### config.mk
export PLATFORM = sky130hd
export DESIGN_NAME = uefc_core
export DESIGN_NICKNAME = d
export VERILOG_FILES = /design/src/hw/uefc_pkg.sv /design/src/hw/uefc_core.sv /design/src/hw/uefc_thresh_cmp.sv
export SDC_FILE = /design/constraint.sdc
export NUM_CORES = 1
export LEC_CHECK = 0
export BUFFER_PORTS_ARGS = -buffer_cell sky130_fd_sc_hd__buf_2
export CELL_PAD_IN_SITES_DETAIL_PLACEMENT = 2
export CELL_PAD_IN_SITES_GLOBAL_PLACEMENT = 2
export CORE_MARGIN = 1.5
export CORE_UTILIZATION = 34
export DETAILED_ROUTE_END_ITERATION = 6
export HOLD_SLACK_MARGIN = 0.02
export PLACE_DENSITY_LB_ADDON = 0.1
export SLEW_MARGIN = 10
export SYNTH_ARGS = -nofsm -noshare
export SYNTH_HDL_FRONTEND = slang
export SYNTH_SLANG_ARGS = --single-unit
### constraint.sdc
create_clock -name clk_i -period 10.4 [get_ports clk_i]
set_input_delay 1.04 -clock clk_i [delete_from_list [all_inputs] [get_ports clk_i]]
set_output_delay 1.04 -clock clk_i [all_outputs]
set_load 0.05 [all_outputs]
### src/hw/uefc_pkg.sv
/*
 * constants for the enhanced-configuration block of one uart channel:
 * register addresses, page keys, field positions and reset values.
 * assumes an 8-bit parallel host bus with a 3-bit register address.
 */
package uefc_pkg;
    // ==========================================================
    // register addresses (3-bit host address)
    localparam logic [2:0] ADDR_DIV_LOW = 3'h0;
    localparam logic [2:0] ADDR_DIV_HIGH = 3'h1;
    localparam logic [2:0] ADDR_FIFO_CTL = 3'h2;
    localparam logic [2:0] ADDR_FEATURE = 3'h2;
    localparam logic [2:0] ADDR_LINE_CTRL = 3'h3;
    localparam logic [2:0] ADDR_MODEM_CTRL = 3'h4;
    localparam logic [2:0] ADDR_RESUME_ONE = 3'h4;
    localparam logic [2:0] ADDR_RESUME_TWO = 3'h5;
    localparam logic [2:0] ADDR_PAUSE_ONE = 3'h6;
    localparam logic [2:0] ADDR_THRESHOLD = 3'h6;
    localparam logic [2:0] ADDR_PAUSE_TWO = 3'h7;
    localparam logic [2:0] ADDR_TRIGGER = 3'h7;
    localparam logic [2:0] ADDR_READY = 3'h7;
    localparam logic [2:0] ADDR_INT_EN = 3'h1;
    // ==========================================================
    // page keys written to line control
    localparam logic [7:0] PAGE_FEATURE_KEY = 8'hBF;
    localparam int DIV_PAGE_BIT = 7;
    // ==========================================================
    // field positions
    localparam int FEAT_SWFLOW_MSB = 3;
    localparam int FEAT_ENH_BIT = 4;
    localparam int FEAT_SPECIAL_BIT = 5;
    localparam int FEAT_AUTO_RTS_BIT = 6;
    localparam int FEAT_AUTO_CTS_BIT = 7;
    localparam int INT_EN_SLEEP_BIT = 4;
    localparam int MODEM_READY_BIT = 2;
    localparam int MODEM_LOOP_BIT = 4;
    localparam int MODEM_ALT_BIT = 6;
    localparam logic [7:0] INT_EN_PROT_MASK = 8'hF0;
    localparam logic [7:0] FIFO_CTL_PROT_MASK = 8'h30;
    localparam logic [7:0] MODEM_PROT_MASK = 8'hE0;
    localparam int LEVEL_STEP_SHIFT = 2;
    // ==========================================================
    // reset values
    localparam logic [7:0] REG_RESET = 8'h00;
    localparam logic [15:0] DIV_RESET = 16'h0001;
endpackage

### src/hw/uefc_core.sv
/*
 * enhanced configuration of one uart channel: feature register, protected
 * bits, divisor latches, flow thresholds, trigger levels, fifo ready status,
 * auto rts/cts and special character detect.
 * assumes fifo levels of all four ports and the rx character stream come
 * from the surrounding channel logic, synchronous to clk_i.
 */
// Behaviour
// - low four feature bits select the software flow control combination.
// - protected interrupt enable, fifo and modem control bits change only with feature bit 4.
// - special detect compares rx char with pause char two, sets ident bit 4.
// - auto rts goes high at halt level, low again at restore level.
// - auto cts stops new characters while cts input is high.
// - baud divisor is sixteen bits, high latch msb, low latch lsb.
// - divisor latches writable only while sleep mode is off.
// - threshold register holds halt in 3:0, restore in 7:4, steps of four.
// - threshold writes need feature bit 4 and modem bit 6 set.
// - trigger register holds tx level in 3:0, rx level in 7:4, n times four.
// - trigger level writes need feature bit 4 and modem bit 6 set.
// - zero trigger field falls back to fifo control selected level.
// - ready bits 3:0 show tx free space at least tx trigger per port.
// - ready bits 7:4 show rx fill above rx trigger or timeout per port.
// - ready register read-only at 111 with select low, modem bit 2, no loopback.
// - line control bf maps feature at 02 and flow characters at 04..07.
// - modem bit 6 swaps threshold and trigger registers into 06 and 07.
// - modem bit 2 switches the fifo ready register into the map.
// - interrupt enable bit 4 turns sleep mode on and off.
`timescale 1ns/1ps
`default_nettype none
module uefc_core #(
    parameter int PORTS = 4,
    parameter int LEVEL_W = 7
) (
    input wire logic clk_i,
    input wire logic sys_rst_i,
    input wire logic [2:0] addr_i,
    input wire logic [7:0] wdata_i,
    input wire logic wr_i,
    input wire logic rd_i,
    input wire logic [PORTS-1:0] port_sel_n_i,
    output logic [7:0] rdata_o,
    input wire logic [LEVEL_W-1:0] rx_fill_i,
    input wire logic [PORTS*LEVEL_W-1:0] tx_free_all_i,
    input wire logic [PORTS*LEVEL_W-1:0] rx_fill_all_i,
    input wire logic [PORTS*LEVEL_W-1:0] tx_trig_all_i,
    input wire logic [PORTS*LEVEL_W-1:0] rx_trig_all_i,
    input wire logic [PORTS-1:0] rx_timeout_all_i,
    input wire logic [LEVEL_W-1:0] fb_tx_level_i,
    input wire logic [LEVEL_W-1:0] fb_rx_level_i,
    input wire logic rx_char_valid_i,
    input wire logic [7:0] rx_char_i,
    input wire logic ident_clear_i,
    input wire logic cts_i,
    input wire logic tx_char_pending_i,
    output logic tx_start_ok_o,
    output logic rts_o,
    output logic special_hit_o,
    output logic [15:0] baud_divisor_o,
    output logic [3:0] sw_flow_mode_o,
    output logic sleep_en_o,
    output logic [7:0] int_en_o,
    output logic [7:0] fifo_ctl_o,
    output logic [7:0] modem_ctl_o,
    output logic [LEVEL_W-1:0] tx_trig_o,
    output logic [LEVEL_W-1:0] rx_trig_o
);
    initial begin
        if (PORTS != 4 || LEVEL_W < 7) begin
            $error("uefc_core needs four ports and levels of at least 7 bits");
        end
    end

    // ==========================================================
    // registers
    logic [7:0] line_control_reg;
    logic [7:0] feature_enable_control_reg;
    logic [7:0] int_en_reg, fifo_ctl_reg, modem_ctl_reg;
    logic [7:0] baud_divisor_low_reg, baud_divisor_high_reg;
    logic [7:0] resume_char_one_reg, resume_char_two_reg;
    logic [7:0] pause_char_one_reg, pause_char_two_reg;
    logic [7:0] flow_threshold_reg, fifo_trigger_level_reg;
    logic special_hit_reg;
    logic rts_reg;
    logic [7:0] rdata_reg;

    // ==========================================================
    // decode
    function automatic logic [LEVEL_W-1:0] nib_level(input logic [3:0] nib);
        nib_level = LEVEL_W'({nib, 2'b00});
    endfunction

    logic page_feature, page_div, enh_en, alt_page, ready_page;
    assign page_feature = (line_control_reg == uefc_pkg::PAGE_FEATURE_KEY);
    assign page_div = line_control_reg[uefc_pkg::DIV_PAGE_BIT] & ~page_feature;
    assign enh_en = feature_enable_control_reg[uefc_pkg::FEAT_ENH_BIT];
    assign alt_page = enh_en & modem_ctl_reg[uefc_pkg::MODEM_ALT_BIT] & ~page_feature;
    assign ready_page = ~(&port_sel_n_i) & modem_ctl_reg[uefc_pkg::MODEM_READY_BIT]
                        & ~modem_ctl_reg[uefc_pkg::MODEM_LOOP_BIT];

    logic wr_div_low, wr_div_high, wr_feature, wr_thresh, wr_trig, wr_int_en, wr_modem_ctl, wr_fifo_ctl;
    assign wr_div_low = wr_i & page_div & (addr_i == uefc_pkg::ADDR_DIV_LOW)
                        & ~int_en_reg[uefc_pkg::INT_EN_SLEEP_BIT];
    assign wr_div_high = wr_i & page_div & (addr_i == uefc_pkg::ADDR_DIV_HIGH)
                         & ~int_en_reg[uefc_pkg::INT_EN_SLEEP_BIT];
    assign wr_feature = wr_i & page_feature & (addr_i == uefc_pkg::ADDR_FEATURE);
    assign wr_thresh = wr_i & alt_page & (addr_i == uefc_pkg::ADDR_THRESHOLD);
    assign wr_trig = wr_i & alt_page & (addr_i == uefc_pkg::ADDR_TRIGGER);
    assign wr_int_en = wr_i & ~page_div & ~page_feature & (addr_i == uefc_pkg::ADDR_INT_EN);
    assign wr_fifo_ctl = wr_i & ~page_div & ~page_feature & (addr_i == uefc_pkg::ADDR_FIFO_CTL);
    assign wr_modem_ctl = wr_i & ~page_feature & (addr_i == uefc_pkg::ADDR_MODEM_CTRL);

    // protected bits keep old value unless the enhanced enable is set
    function automatic logic [7:0] guard(input logic [7:0] old_v, input logic [7:0] new_v,
                                         input logic [7:0] mask, input logic en);
        guard = en ? new_v : ((old_v & mask) | (new_v & ~mask));
    endfunction

    // ==========================================================
    // line control and feature
    always_ff @(posedge clk_i or posedge sys_rst_i) begin
        if (sys_rst_i) begin
            line_control_reg <= uefc_pkg::REG_RESET;
        end else if (wr_i && addr_i == uefc_pkg::ADDR_LINE_CTRL) begin
            line_control_reg <= wdata_i;
        end
    end

    always_ff @(posedge clk_i or posedge sys_rst_i) begin
        if (sys_rst_i) begin
            feature_enable_control_reg <= uefc_pkg::REG_RESET;
        end else if (wr_feature) begin
            feature_enable_control_reg <= wdata_i;
        end
    end

    // ==========================================================
    // protected interrupt enable, fifo control, modem control
    always_ff @(posedge clk_i or posedge sys_rst_i) begin
        if (sys_rst_i) begin
            int_en_reg <= uefc_pkg::REG_RESET;
            fifo_ctl_reg <= uefc_pkg::REG_RESET;
            modem_ctl_reg <= uefc_pkg::REG_RESET;
        end else begin
            if (wr_int_en) begin
                int_en_reg <= guard(int_en_reg, wdata_i, uefc_pkg::INT_EN_PROT_MASK, enh_en);
            end
            if (wr_fifo_ctl) begin
                fifo_ctl_reg <= guard(fifo_ctl_reg, wdata_i, uefc_pkg::FIFO_CTL_PROT_MASK, enh_en);
            end
            if (wr_modem_ctl) begin
                modem_ctl_reg <= guard(modem_ctl_reg, wdata_i, uefc_pkg::MODEM_PROT_MASK, enh_en);
            end
        end
    end

    // ==========================================================
    // divisor, flow characters, thresholds, triggers
    always_ff @(posedge clk_i or posedge sys_rst_i) begin
        if (sys_rst_i) begin
            baud_divisor_low_reg <= uefc_pkg::DIV_RESET[7:0];
            baud_divisor_high_reg <= uefc_pkg::DIV_RESET[15:8];
        end else begin
            if (wr_div_low) begin
                baud_divisor_low_reg <= wdata_i;
            end
            if (wr_div_high) begin
                baud_divisor_high_reg <= wdata_i;
            end
        end
    end

    always_ff @(posedge clk_i or posedge sys_rst_i) begin
        if (sys_rst_i) begin
            resume_char_one_reg <= uefc_pkg::REG_RESET;
            resume_char_two_reg <= uefc_pkg::REG_RESET;
            pause_char_one_reg <= uefc_pkg::REG_RESET;
            pause_char_two_reg <= uefc_pkg::REG_RESET;
        end else if (wr_i && page_feature) begin
            case (addr_i)
                uefc_pkg::ADDR_RESUME_ONE: resume_char_one_reg <= wdata_i;
                uefc_pkg::ADDR_RESUME_TWO: resume_char_two_reg <= wdata_i;
                uefc_pkg::ADDR_PAUSE_ONE: pause_char_one_reg <= wdata_i;
                uefc_pkg::ADDR_PAUSE_TWO: pause_char_two_reg <= wdata_i;
                default: ;
            endcase
        end
    end

    always_ff @(posedge clk_i or posedge sys_rst_i) begin
        if (sys_rst_i) begin
            flow_threshold_reg <= uefc_pkg::REG_RESET;
            fifo_trigger_level_reg <= uefc_pkg::REG_RESET;
        end else begin
            if (wr_thresh) begin
                flow_threshold_reg <= wdata_i;
            end
            if (wr_trig) begin
                fifo_trigger_level_reg <= wdata_i;
            end
        end
    end

    // ==========================================================
    // trigger selection and flow control
    logic [LEVEL_W-1:0] halt_level, restore_level;
    assign halt_level = nib_level(flow_threshold_reg[3:0]);
    assign restore_level = nib_level(flow_threshold_reg[7:4]);
    assign tx_trig_o = (fifo_trigger_level_reg[3:0] == 4'h0) ? fb_tx_level_i
                       : nib_level(fifo_trigger_level_reg[3:0]);
    assign rx_trig_o = (fifo_trigger_level_reg[7:4] == 4'h0) ? fb_rx_level_i
                       : nib_level(fifo_trigger_level_reg[7:4]);

    // rts held between thresholds gives hysteresis
    always_ff @(posedge clk_i or posedge sys_rst_i) begin
        if (sys_rst_i) begin
            rts_reg <= 1'b0;
        end else if (!feature_enable_control_reg[uefc_pkg::FEAT_AUTO_RTS_BIT]) begin
            rts_reg <= 1'b0;
        end else if (rx_fill_i >= halt_level) begin
            rts_reg <= 1'b1;
        end else if (rx_fill_i <= restore_level) begin
            rts_reg <= 1'b0;
        end
    end
    assign rts_o = rts_reg;

    assign tx_start_ok_o = tx_char_pending_i
                           & ~(feature_enable_control_reg[uefc_pkg::FEAT_AUTO_CTS_BIT] & cts_i);

    // set beats clear in the same cycle
    always_ff @(posedge clk_i or posedge sys_rst_i) begin
        if (sys_rst_i) begin
            special_hit_reg <= 1'b0;
        end else if (rx_char_valid_i && feature_enable_control_reg[uefc_pkg::FEAT_SPECIAL_BIT]
                     && rx_char_i == pause_char_two_reg) begin
            special_hit_reg <= 1'b1;
        end else if (ident_clear_i) begin
            special_hit_reg <= 1'b0;
        end
    end
    assign special_hit_o = special_hit_reg;

    // ==========================================================
    // fifo ready status
    logic [7:0] ready_status;
    genvar gi;
    generate
        for (gi = 0; gi < PORTS; gi++) begin : g_port
            uefc_thresh_cmp #(.LEVEL_W(LEVEL_W)) u_cmp (
                .tx_free_i(tx_free_all_i[gi*LEVEL_W +: LEVEL_W]),
                .tx_trig_i(tx_trig_all_i[gi*LEVEL_W +: LEVEL_W]),
                .rx_fill_i(rx_fill_all_i[gi*LEVEL_W +: LEVEL_W]),
                .rx_trig_i(rx_trig_all_i[gi*LEVEL_W +: LEVEL_W]),
                .rx_timeout_i(rx_timeout_all_i[gi]),
                .tx_ready_o(ready_status[gi]),
                .rx_ready_o(ready_status[gi+4])
            );
        end
    endgenerate

    // ==========================================================
    // read path
    logic [7:0] rd_value;
    always_comb begin
        rd_value = 8'h00;
        if (ready_page && addr_i == uefc_pkg::ADDR_READY) begin
            rd_value = ready_status;
        end else if (page_feature) begin
            case (addr_i)
                uefc_pkg::ADDR_FEATURE: rd_value = feature_enable_control_reg;
                uefc_pkg::ADDR_LINE_CTRL: rd_value = line_control_reg;
                uefc_pkg::ADDR_RESUME_ONE: rd_value = resume_char_one_reg;
                uefc_pkg::ADDR_RESUME_TWO: rd_value = resume_char_two_reg;
                uefc_pkg::ADDR_PAUSE_ONE: rd_value = pause_char_one_reg;
                uefc_pkg::ADDR_PAUSE_TWO: rd_value = pause_char_two_reg;
                default: rd_value = 8'h00;
            endcase
        end else if (page_div && addr_i == uefc_pkg::ADDR_DIV_LOW) begin
            rd_value = baud_divisor_low_reg;
        end else if (page_div && addr_i == uefc_pkg::ADDR_DIV_HIGH) begin
            rd_value = baud_divisor_high_reg;
        end else begin
            case (addr_i)
                uefc_pkg::ADDR_INT_EN: rd_value = int_en_reg;
                uefc_pkg::ADDR_LINE_CTRL: rd_value = line_control_reg;
                uefc_pkg::ADDR_MODEM_CTRL: rd_value = modem_ctl_reg;
                uefc_pkg::ADDR_THRESHOLD: rd_value = alt_page ? flow_threshold_reg : 8'h00;
                uefc_pkg::ADDR_TRIGGER: rd_value = alt_page ? fifo_trigger_level_reg : 8'h00;
                default: rd_value = 8'h00;
            endcase
        end
    end

    always_ff @(posedge clk_i or posedge sys_rst_i) begin
        if (sys_rst_i) begin
            rdata_reg <= 8'h00;
        end else if (rd_i) begin
            rdata_reg <= rd_value;
        end
    end
    assign rdata_o = rdata_reg;

    assign baud_divisor_o = {baud_divisor_high_reg, baud_divisor_low_reg};
    assign sw_flow_mode_o = feature_enable_control_reg[uefc_pkg::FEAT_SWFLOW_MSB:0];
    assign sleep_en_o = int_en_reg[uefc_pkg::INT_EN_SLEEP_BIT];
    assign int_en_o = int_en_reg;
    assign fifo_ctl_o = fifo_ctl_reg;
    assign modem_ctl_o = modem_ctl_reg;

    // ==========================================================
    // checks
    chk_div_sleep_lock: assert property (@(posedge clk_i) disable iff (sys_rst_i)
        $past(int_en_reg[4]) |-> $stable(baud_divisor_o))
        else $error("divisor changed during sleep");
    chk_int_en_protect: assert property (@(posedge clk_i) disable iff (sys_rst_i)
        !enh_en |=> $stable(int_en_reg[7:4]) && $stable(modem_ctl_reg[7:5]))
        else $error("protected bit changed without enable");
    chk_fifo_protect: assert property (@(posedge clk_i) disable iff (sys_rst_i)
        !enh_en |=> $stable(fifo_ctl_reg[5:4]))
        else $error("protected fifo bits changed");
    chk_thresh_gate: assert property (@(posedge clk_i) disable iff (sys_rst_i)
        !(enh_en && modem_ctl_reg[6]) |=> $stable(flow_threshold_reg))
        else $error("threshold written without access");
    chk_trig_gate: assert property (@(posedge clk_i) disable iff (sys_rst_i)
        !(enh_en && modem_ctl_reg[6]) |=> $stable(fifo_trigger_level_reg))
        else $error("trigger written without access");
    chk_rts_halt: assert property (@(posedge clk_i) disable iff (sys_rst_i)
        feature_enable_control_reg[6] && rx_fill_i >= halt_level |=> rts_o)
        else $error("rts not raised at halt");
    chk_cts_stop: assert property (@(posedge clk_i) disable iff (sys_rst_i)
        feature_enable_control_reg[7] && cts_i |-> !tx_start_ok_o)
        else $error("tx allowed while cts high");
    chk_special_set: assert property (@(posedge clk_i) disable iff (sys_rst_i)
        rx_char_valid_i && feature_enable_control_reg[5] && rx_char_i == pause_char_two_reg
        |=> special_hit_o)
        else $error("special char not flagged");
    chk_trig_fallback: assert property (@(posedge clk_i) disable iff (sys_rst_i)
        fifo_trigger_level_reg[7:4] == 4'h0 |-> rx_trig_o == fb_rx_level_i)
        else $error("rx trigger fallback wrong");
    chk_ready_read: assert property (@(posedge clk_i) disable iff (sys_rst_i)
        rd_i && ready_page && addr_i == 3'h7 |=> rdata_o == $past(ready_status))
        else $error("ready status not read");
endmodule
`default_nettype wire

### src/hw/uefc_thresh_cmp.sv
/*
 * one level comparator per port for the fifo ready status byte.
 * assumes fifo levels and triggers are already expanded to byte counts.
 */
`timescale 1ns/1ps
`default_nettype none
module uefc_thresh_cmp #(
    parameter int LEVEL_W = 7
) (
    input wire logic [LEVEL_W-1:0] tx_free_i,
    input wire logic [LEVEL_W-1:0] tx_trig_i,
    input wire logic [LEVEL_W-1:0] rx_fill_i,
    input wire logic [LEVEL_W-1:0] rx_trig_i,
    input wire logic rx_timeout_i,
    output logic tx_ready_o,
    output logic rx_ready_o
);
    // ==========================================================
    // compare
    assign tx_ready_o = (tx_free_i >= tx_trig_i);
    assign rx_ready_o = (rx_fill_i > rx_trig_i) | rx_timeout_i;
endmodule
`default_nettype wire
# == After elaboration in Yosys (flattened, before gate mapping) ==
# Index checks and enable logic that the tools add are counted.
# classes
n_bitwise,36
n_reduce_logical,16
n_mux,18
order_cmp,10
n_eq_ne,10
# op_table
op,n
two-way mux 8 bit,9
one-hot mux 8 bit (6 select lines),1
one-hot mux 8 bit (5 select lines),1
>= comparator 7 bit,4
greater-than comparator 7 bit,4
AND 1 bit,23
two-way mux 7 bit,2
equality test 3 bit (second input constant),4
equality test 8 bit,1
equality test 8 bit (second input constant),1
logical NOT 4 bit,2
OR 6 x 8 -> 8 bit,1
OR 8 x 4 -> 8 bit,1
OR 8 x 5 -> 8 bit,1
AND reduction 2 bit,4
>= comparator 7 x 6 -> 1 bit,1
<= comparator 7 x 6 -> 1 bit,1
logical AND 1 bit,7
equality test 3 x 2 -> 1 bit (second input constant),2
NOT 1 bit,6
two-way mux 1 bit,5
OR 1 bit,4
AND reduction 4 bit,1
equality test 3 x 1 -> 1 bit (second input constant),1
3 further kinds,3
# totals
regBits,114
in_bits,168
out_inout_bits,70
wordCells,106

# == Depth between registers and ports, before layout ==
# depth
ltp_word,9
ltp_mapped,7
ltp_nobuf,7

# == Cells and area by module ==
# From an unflattened synthesis, not the netlist that was laid out.
# hier_totals
cells_unflattened,679
area_unflattened_um2,7194.4
# modules_own_cells
mod,n_inst,seq_area_each_um2,cells_per_inst,area_per_inst_um2
uefc_core,1,2854.0,487,5843.1
uefc_thresh_cmp,4,0.0,48,337.8

# == Worst setup path after synthesis ==
# OpenSTA, ideal clock, no wires.
# synth_timing
path_kind,input-to-output
from,input tx_char_pending_i
to,output tx_start_ok_o
stages,1
t_required_ns,9.360
n_path_buf,0
arrival_ns,2.179
path_slack_ns,7.181
cell_sequence,a21boi_0
# synth_via
elab_chain_cells,1
# synth_rtl
element,line,rtl
start: declaration,uefc_core.sv:54,"input wire logic tx_char_pending_i,"
AND 1 bit,uefc_core.sv:228,& ~(feature_enable_control_reg[uefc_pkg::FEAT_AUTO_CTS_BIT] & cts_i);
end: declaration,uefc_core.sv:55,"output logic tx_start_ok_o,"
# No other way between the ends.

# == Final worst setup path ==
# layout_timing
from,register fifo_trigger_level_reg[5]
to,output rx_trig_o[1]
# layout_via
elab_chain_cells,2
# layout_rtl
element,line,rtl
start: declaration,uefc_core.sv:81,"logic [7:0] flow_threshold_reg, fifo_trigger_level_reg;"
start signal: assignment,uefc_core.sv:192,fifo_trigger_level_reg <= uefc_pkg::REG_RESET;
start signal: assignment,uefc_core.sv:198,fifo_trigger_level_reg <= wdata_i;
logical NOT 4 bit,uefc_core.sv:210,assign rx_trig_o = (fifo_trigger_level_reg[7:4] == 4'h0) ? fb_rx_level_i
two-way mux 7 bit,uefc_core.sv:210,
end: declaration,uefc_core.sv:65,output logic [LEVEL_W-1:0] rx_trig_o
# No other way between the ends.

==> impl_metrics.csv <==
group,metric,value,unit
status,result_of_the_run,"finished clean",
synth,async_reset_ff_frac,1.000,
sta,worst_case_headroom_to_the_max_slew_limit,0.3566,
synth,synthDominantAreaCellType,"dfrtp_1",
critical_path,worst-path-max-fanout,7,
sta,min_period,3242,ps
detailed_routing,wirelength,26510,µm
placement,preCtsSetupSlack,7031,ps
cells_and_area,final_util,0.4429,
die,initial_core_utilization,0.3452,
synth,synthesis.instances,653,
synth,ys.flop_type,"dfrtp_1",
detailed_routing,route.antenna.remaining_nets,0,
clock_tree,clock-root-buffer,"clkbuf_16",
synth,netlist.area_leader.share,0.3922,
cells_and_area,fillers,2259,
critical_path,rr_worst_depth,5,
placement,dpl_hpwl,20120,µm
synth,ys_top_cells_by_count,"mux2_2 (118), dfrtp_1 (113), inv_1 (70)",
cells_and_area,layout_cell_share_with_drive_strength_beyond_1,0.4542,
synth,synth_cell_types,61,
die,core,20890,µm²
placement,cell_count_post_placement,1139,
cells_and_area,finalNonFillerCells,1171,
sta,timing_max_transition_violations_final,0,
clock_tree,cts.path.max_buffers,2,
detailed_routing,wl_per_cell,22.64,µm
cells_and_area,multiInputGateArea,3941,µm²
sta,tns,0,ps
critical_path,regToRegStartpoint,"line_control_reg[6]",
placement,placed_area,8606,µm²
detailed_routing,vias,6217,
sta,finalHoldViolCount,0,
die,ioPinCount,238,
synth,post-synth-top-count-cell,"mux2_2",
critical_path,critical_path.startpoint_type,"flop",
die,std_cell_rows,53,
detailed_routing,detail_route.drc_violations,0,
clock_tree,clkLatencyLatePin,430,ps
detailed_routing,detail_route.iter0.violations,227,
detailed_routing,drt_pre_antenna_iters,4,
synth,mappedNetlistNets,885,
sta,finClkSkew,12.56,ps
die,die-width,148.6,µm
critical_path,cp.required,9360,ps
worst_hold_path,hp_class,"reg -> reg",
clock_tree,clk_transition_reported_paths,50,ps
flow_run,cap_viol_max_count,0,
sta,finalSetupViolations,0,
grt,global_route_wire_length_before_repair,40770,µm
sta,fmax,308.4,MHz
grt,track_usage,0.2478,
detailed_routing,route.detailed.vias_per_inst,5.309,
sta,post-route-period-util,0.3118,
placement,gp_congestion,0.8886,
die,fp.dieH,148.6,µm
grt,number_of_global_route_vias_before_repair,6931,
die,dieArea,22090,µm²
critical_path,worstSetupEndpoint,"rx_trig_o[1]",
synth,seq_area_frac_synth,0.3958,
sta,rsz0062_at_grt,"false",
critical_path,crit_path_start,"fifo_trigger_level_reg[5]",
critical_path,worst_r2r_endpoint,"rdata_o[2]",
synth,synth.cell_area,7211,µm²
critical_path,worstSetupEndpointType,"primary output",
grt,grt-ovfl-total,0,
sta,worst-slew-pin-transition,956.3,ps
pwr,total_power,1.625,mW
cells_and_area,post-route-cell-area,9253,µm²
critical_path,timing.setup.critical_path_class,"reg -> out",
placement,number_of_buffer_cells_added_on_primary_ports,237,
clock_tree,cts_tree,"built",
pwr,power-per-cell-area,175.6,nW/µm²
pwr,cellLeakagePower,4.881,nW
critical_path,worst-r2r-setup-slack,7930,ps
grt,grt_start_max_net_pins,59,
cells_and_area,nets,1115,
synth,yosys-top-cells-area,"dfrtp_1 (39%), mux2_2 (18%), ha_1 (11%), inv_1 (3.6%), mux2i_1 (2.8%)",
clock_tree,numClockSinks,114,
cells_and_area,layout.area.seq,2854,µm²
grt,grt_antenna_before_repair,0,
clock_tree,cts_post_setup_buffers_inserted,0,
synth,synth-edff-count,0,
pwr,vdd_ir_drop_max,125.7,µV
clock_tree,postCtsResizedCells,0,
clock_tree,cts_inserted_buffers,17,
sta,post-route-worst-setup-slack,7158,ps
synth,yosys_register_bits,114,
critical_path,critPathArrivalTime,2200,ps
clock_tree,cts_hold_buf,0,
synth,syn_area_per_cell,11.04,µm²
sta,final.hold.worst_slack,501.5,ps
synth,synthesis.yosys.warnings,0,
cells_and_area,area.growth.synth_to_final,28.32,%
cells_and_area,num_antenna_cells,0,
clock_tree,cts.htree.levels,4,
==> layout make-up <==
class	count	share of cell area
tap	275	0.03719
clock buffer	22	0.05341
sequential	114	0.3085
clock inverter	10	0.01650
timing repair buffer	239	0.1298
inverter	70	0.02867
multi-input combinational	441	0.4260
==> worst min path at each step <==
stage	slack, ps	cells past startpoint	from	to
detailed placement	490	1	rdata_o[3]	rdata_o[3]
finish	500	1	rdata_o[3]	rdata_o[3]
global placement	490	1	pause_char_one_reg[7]	pause_char_one_reg[7]
floorplan	470	1	pause_char_one_reg[3]	pause_char_one_reg[3]
CTS	500	1	rdata_o[3]	rdata_o[3]
global route	530	1	resume_char_one_reg[3]	resume_char_one_reg[3]
==> power by group <==
part / leakage (nW) / internal (mW) / switching (mW) / total [mW]
Clock: 0.322 / 0.430 / 0.214 / 0.644
Combinational: 3.05 / 0.139 / 0.299 / 0.438
Sequential: 1.51 / 0.495 / 0.0472 / 0.543
==> critical path, cell delays in order, from the launching register on <==
cell     delay (ps)
dfrtp_1         420
nor4_1          830
and2_1          250
buf_2           270
==> metal layers <==
layer  track usage  up-vias  part of all wire
met5             0        -                 0
li1              -     2844                 -
met3       0.05000       36             0.054
met2        0.4393      214              0.51
met1        0.2994     3123              0.42
met4       0.08168        0             0.022
==> logic make-up after synthesis <==
| logic type | after synthesis | synth area share |
|---|---|---|
| muxes | 140 | 0.2167 |
| AOI/OAI and AO/OA | 128 | 0.1262 |
| buffers and inverters | 98 | 0.05761 |
| DFF | 114 | 0.3958 |
| adders and majority gates | 64 | 0.1111 |
| xor gates and xnor gates | 8 | 0.009716 |
| and+or+nand+nor | 101 | 0.08294 |
==> placed cells by master, fill, tap and decap left out, types with 17 or more instances in the layout <==
master     count
inv_1         69
dfrtp_1      113
ha_1          64
clkbuf_16     17
mux2i_1       20
mux2_2       118
a21oi_1       22
nand2_1       18
o21ai_0       17
buf_2        237
Power figures use the tool's default switching activity.
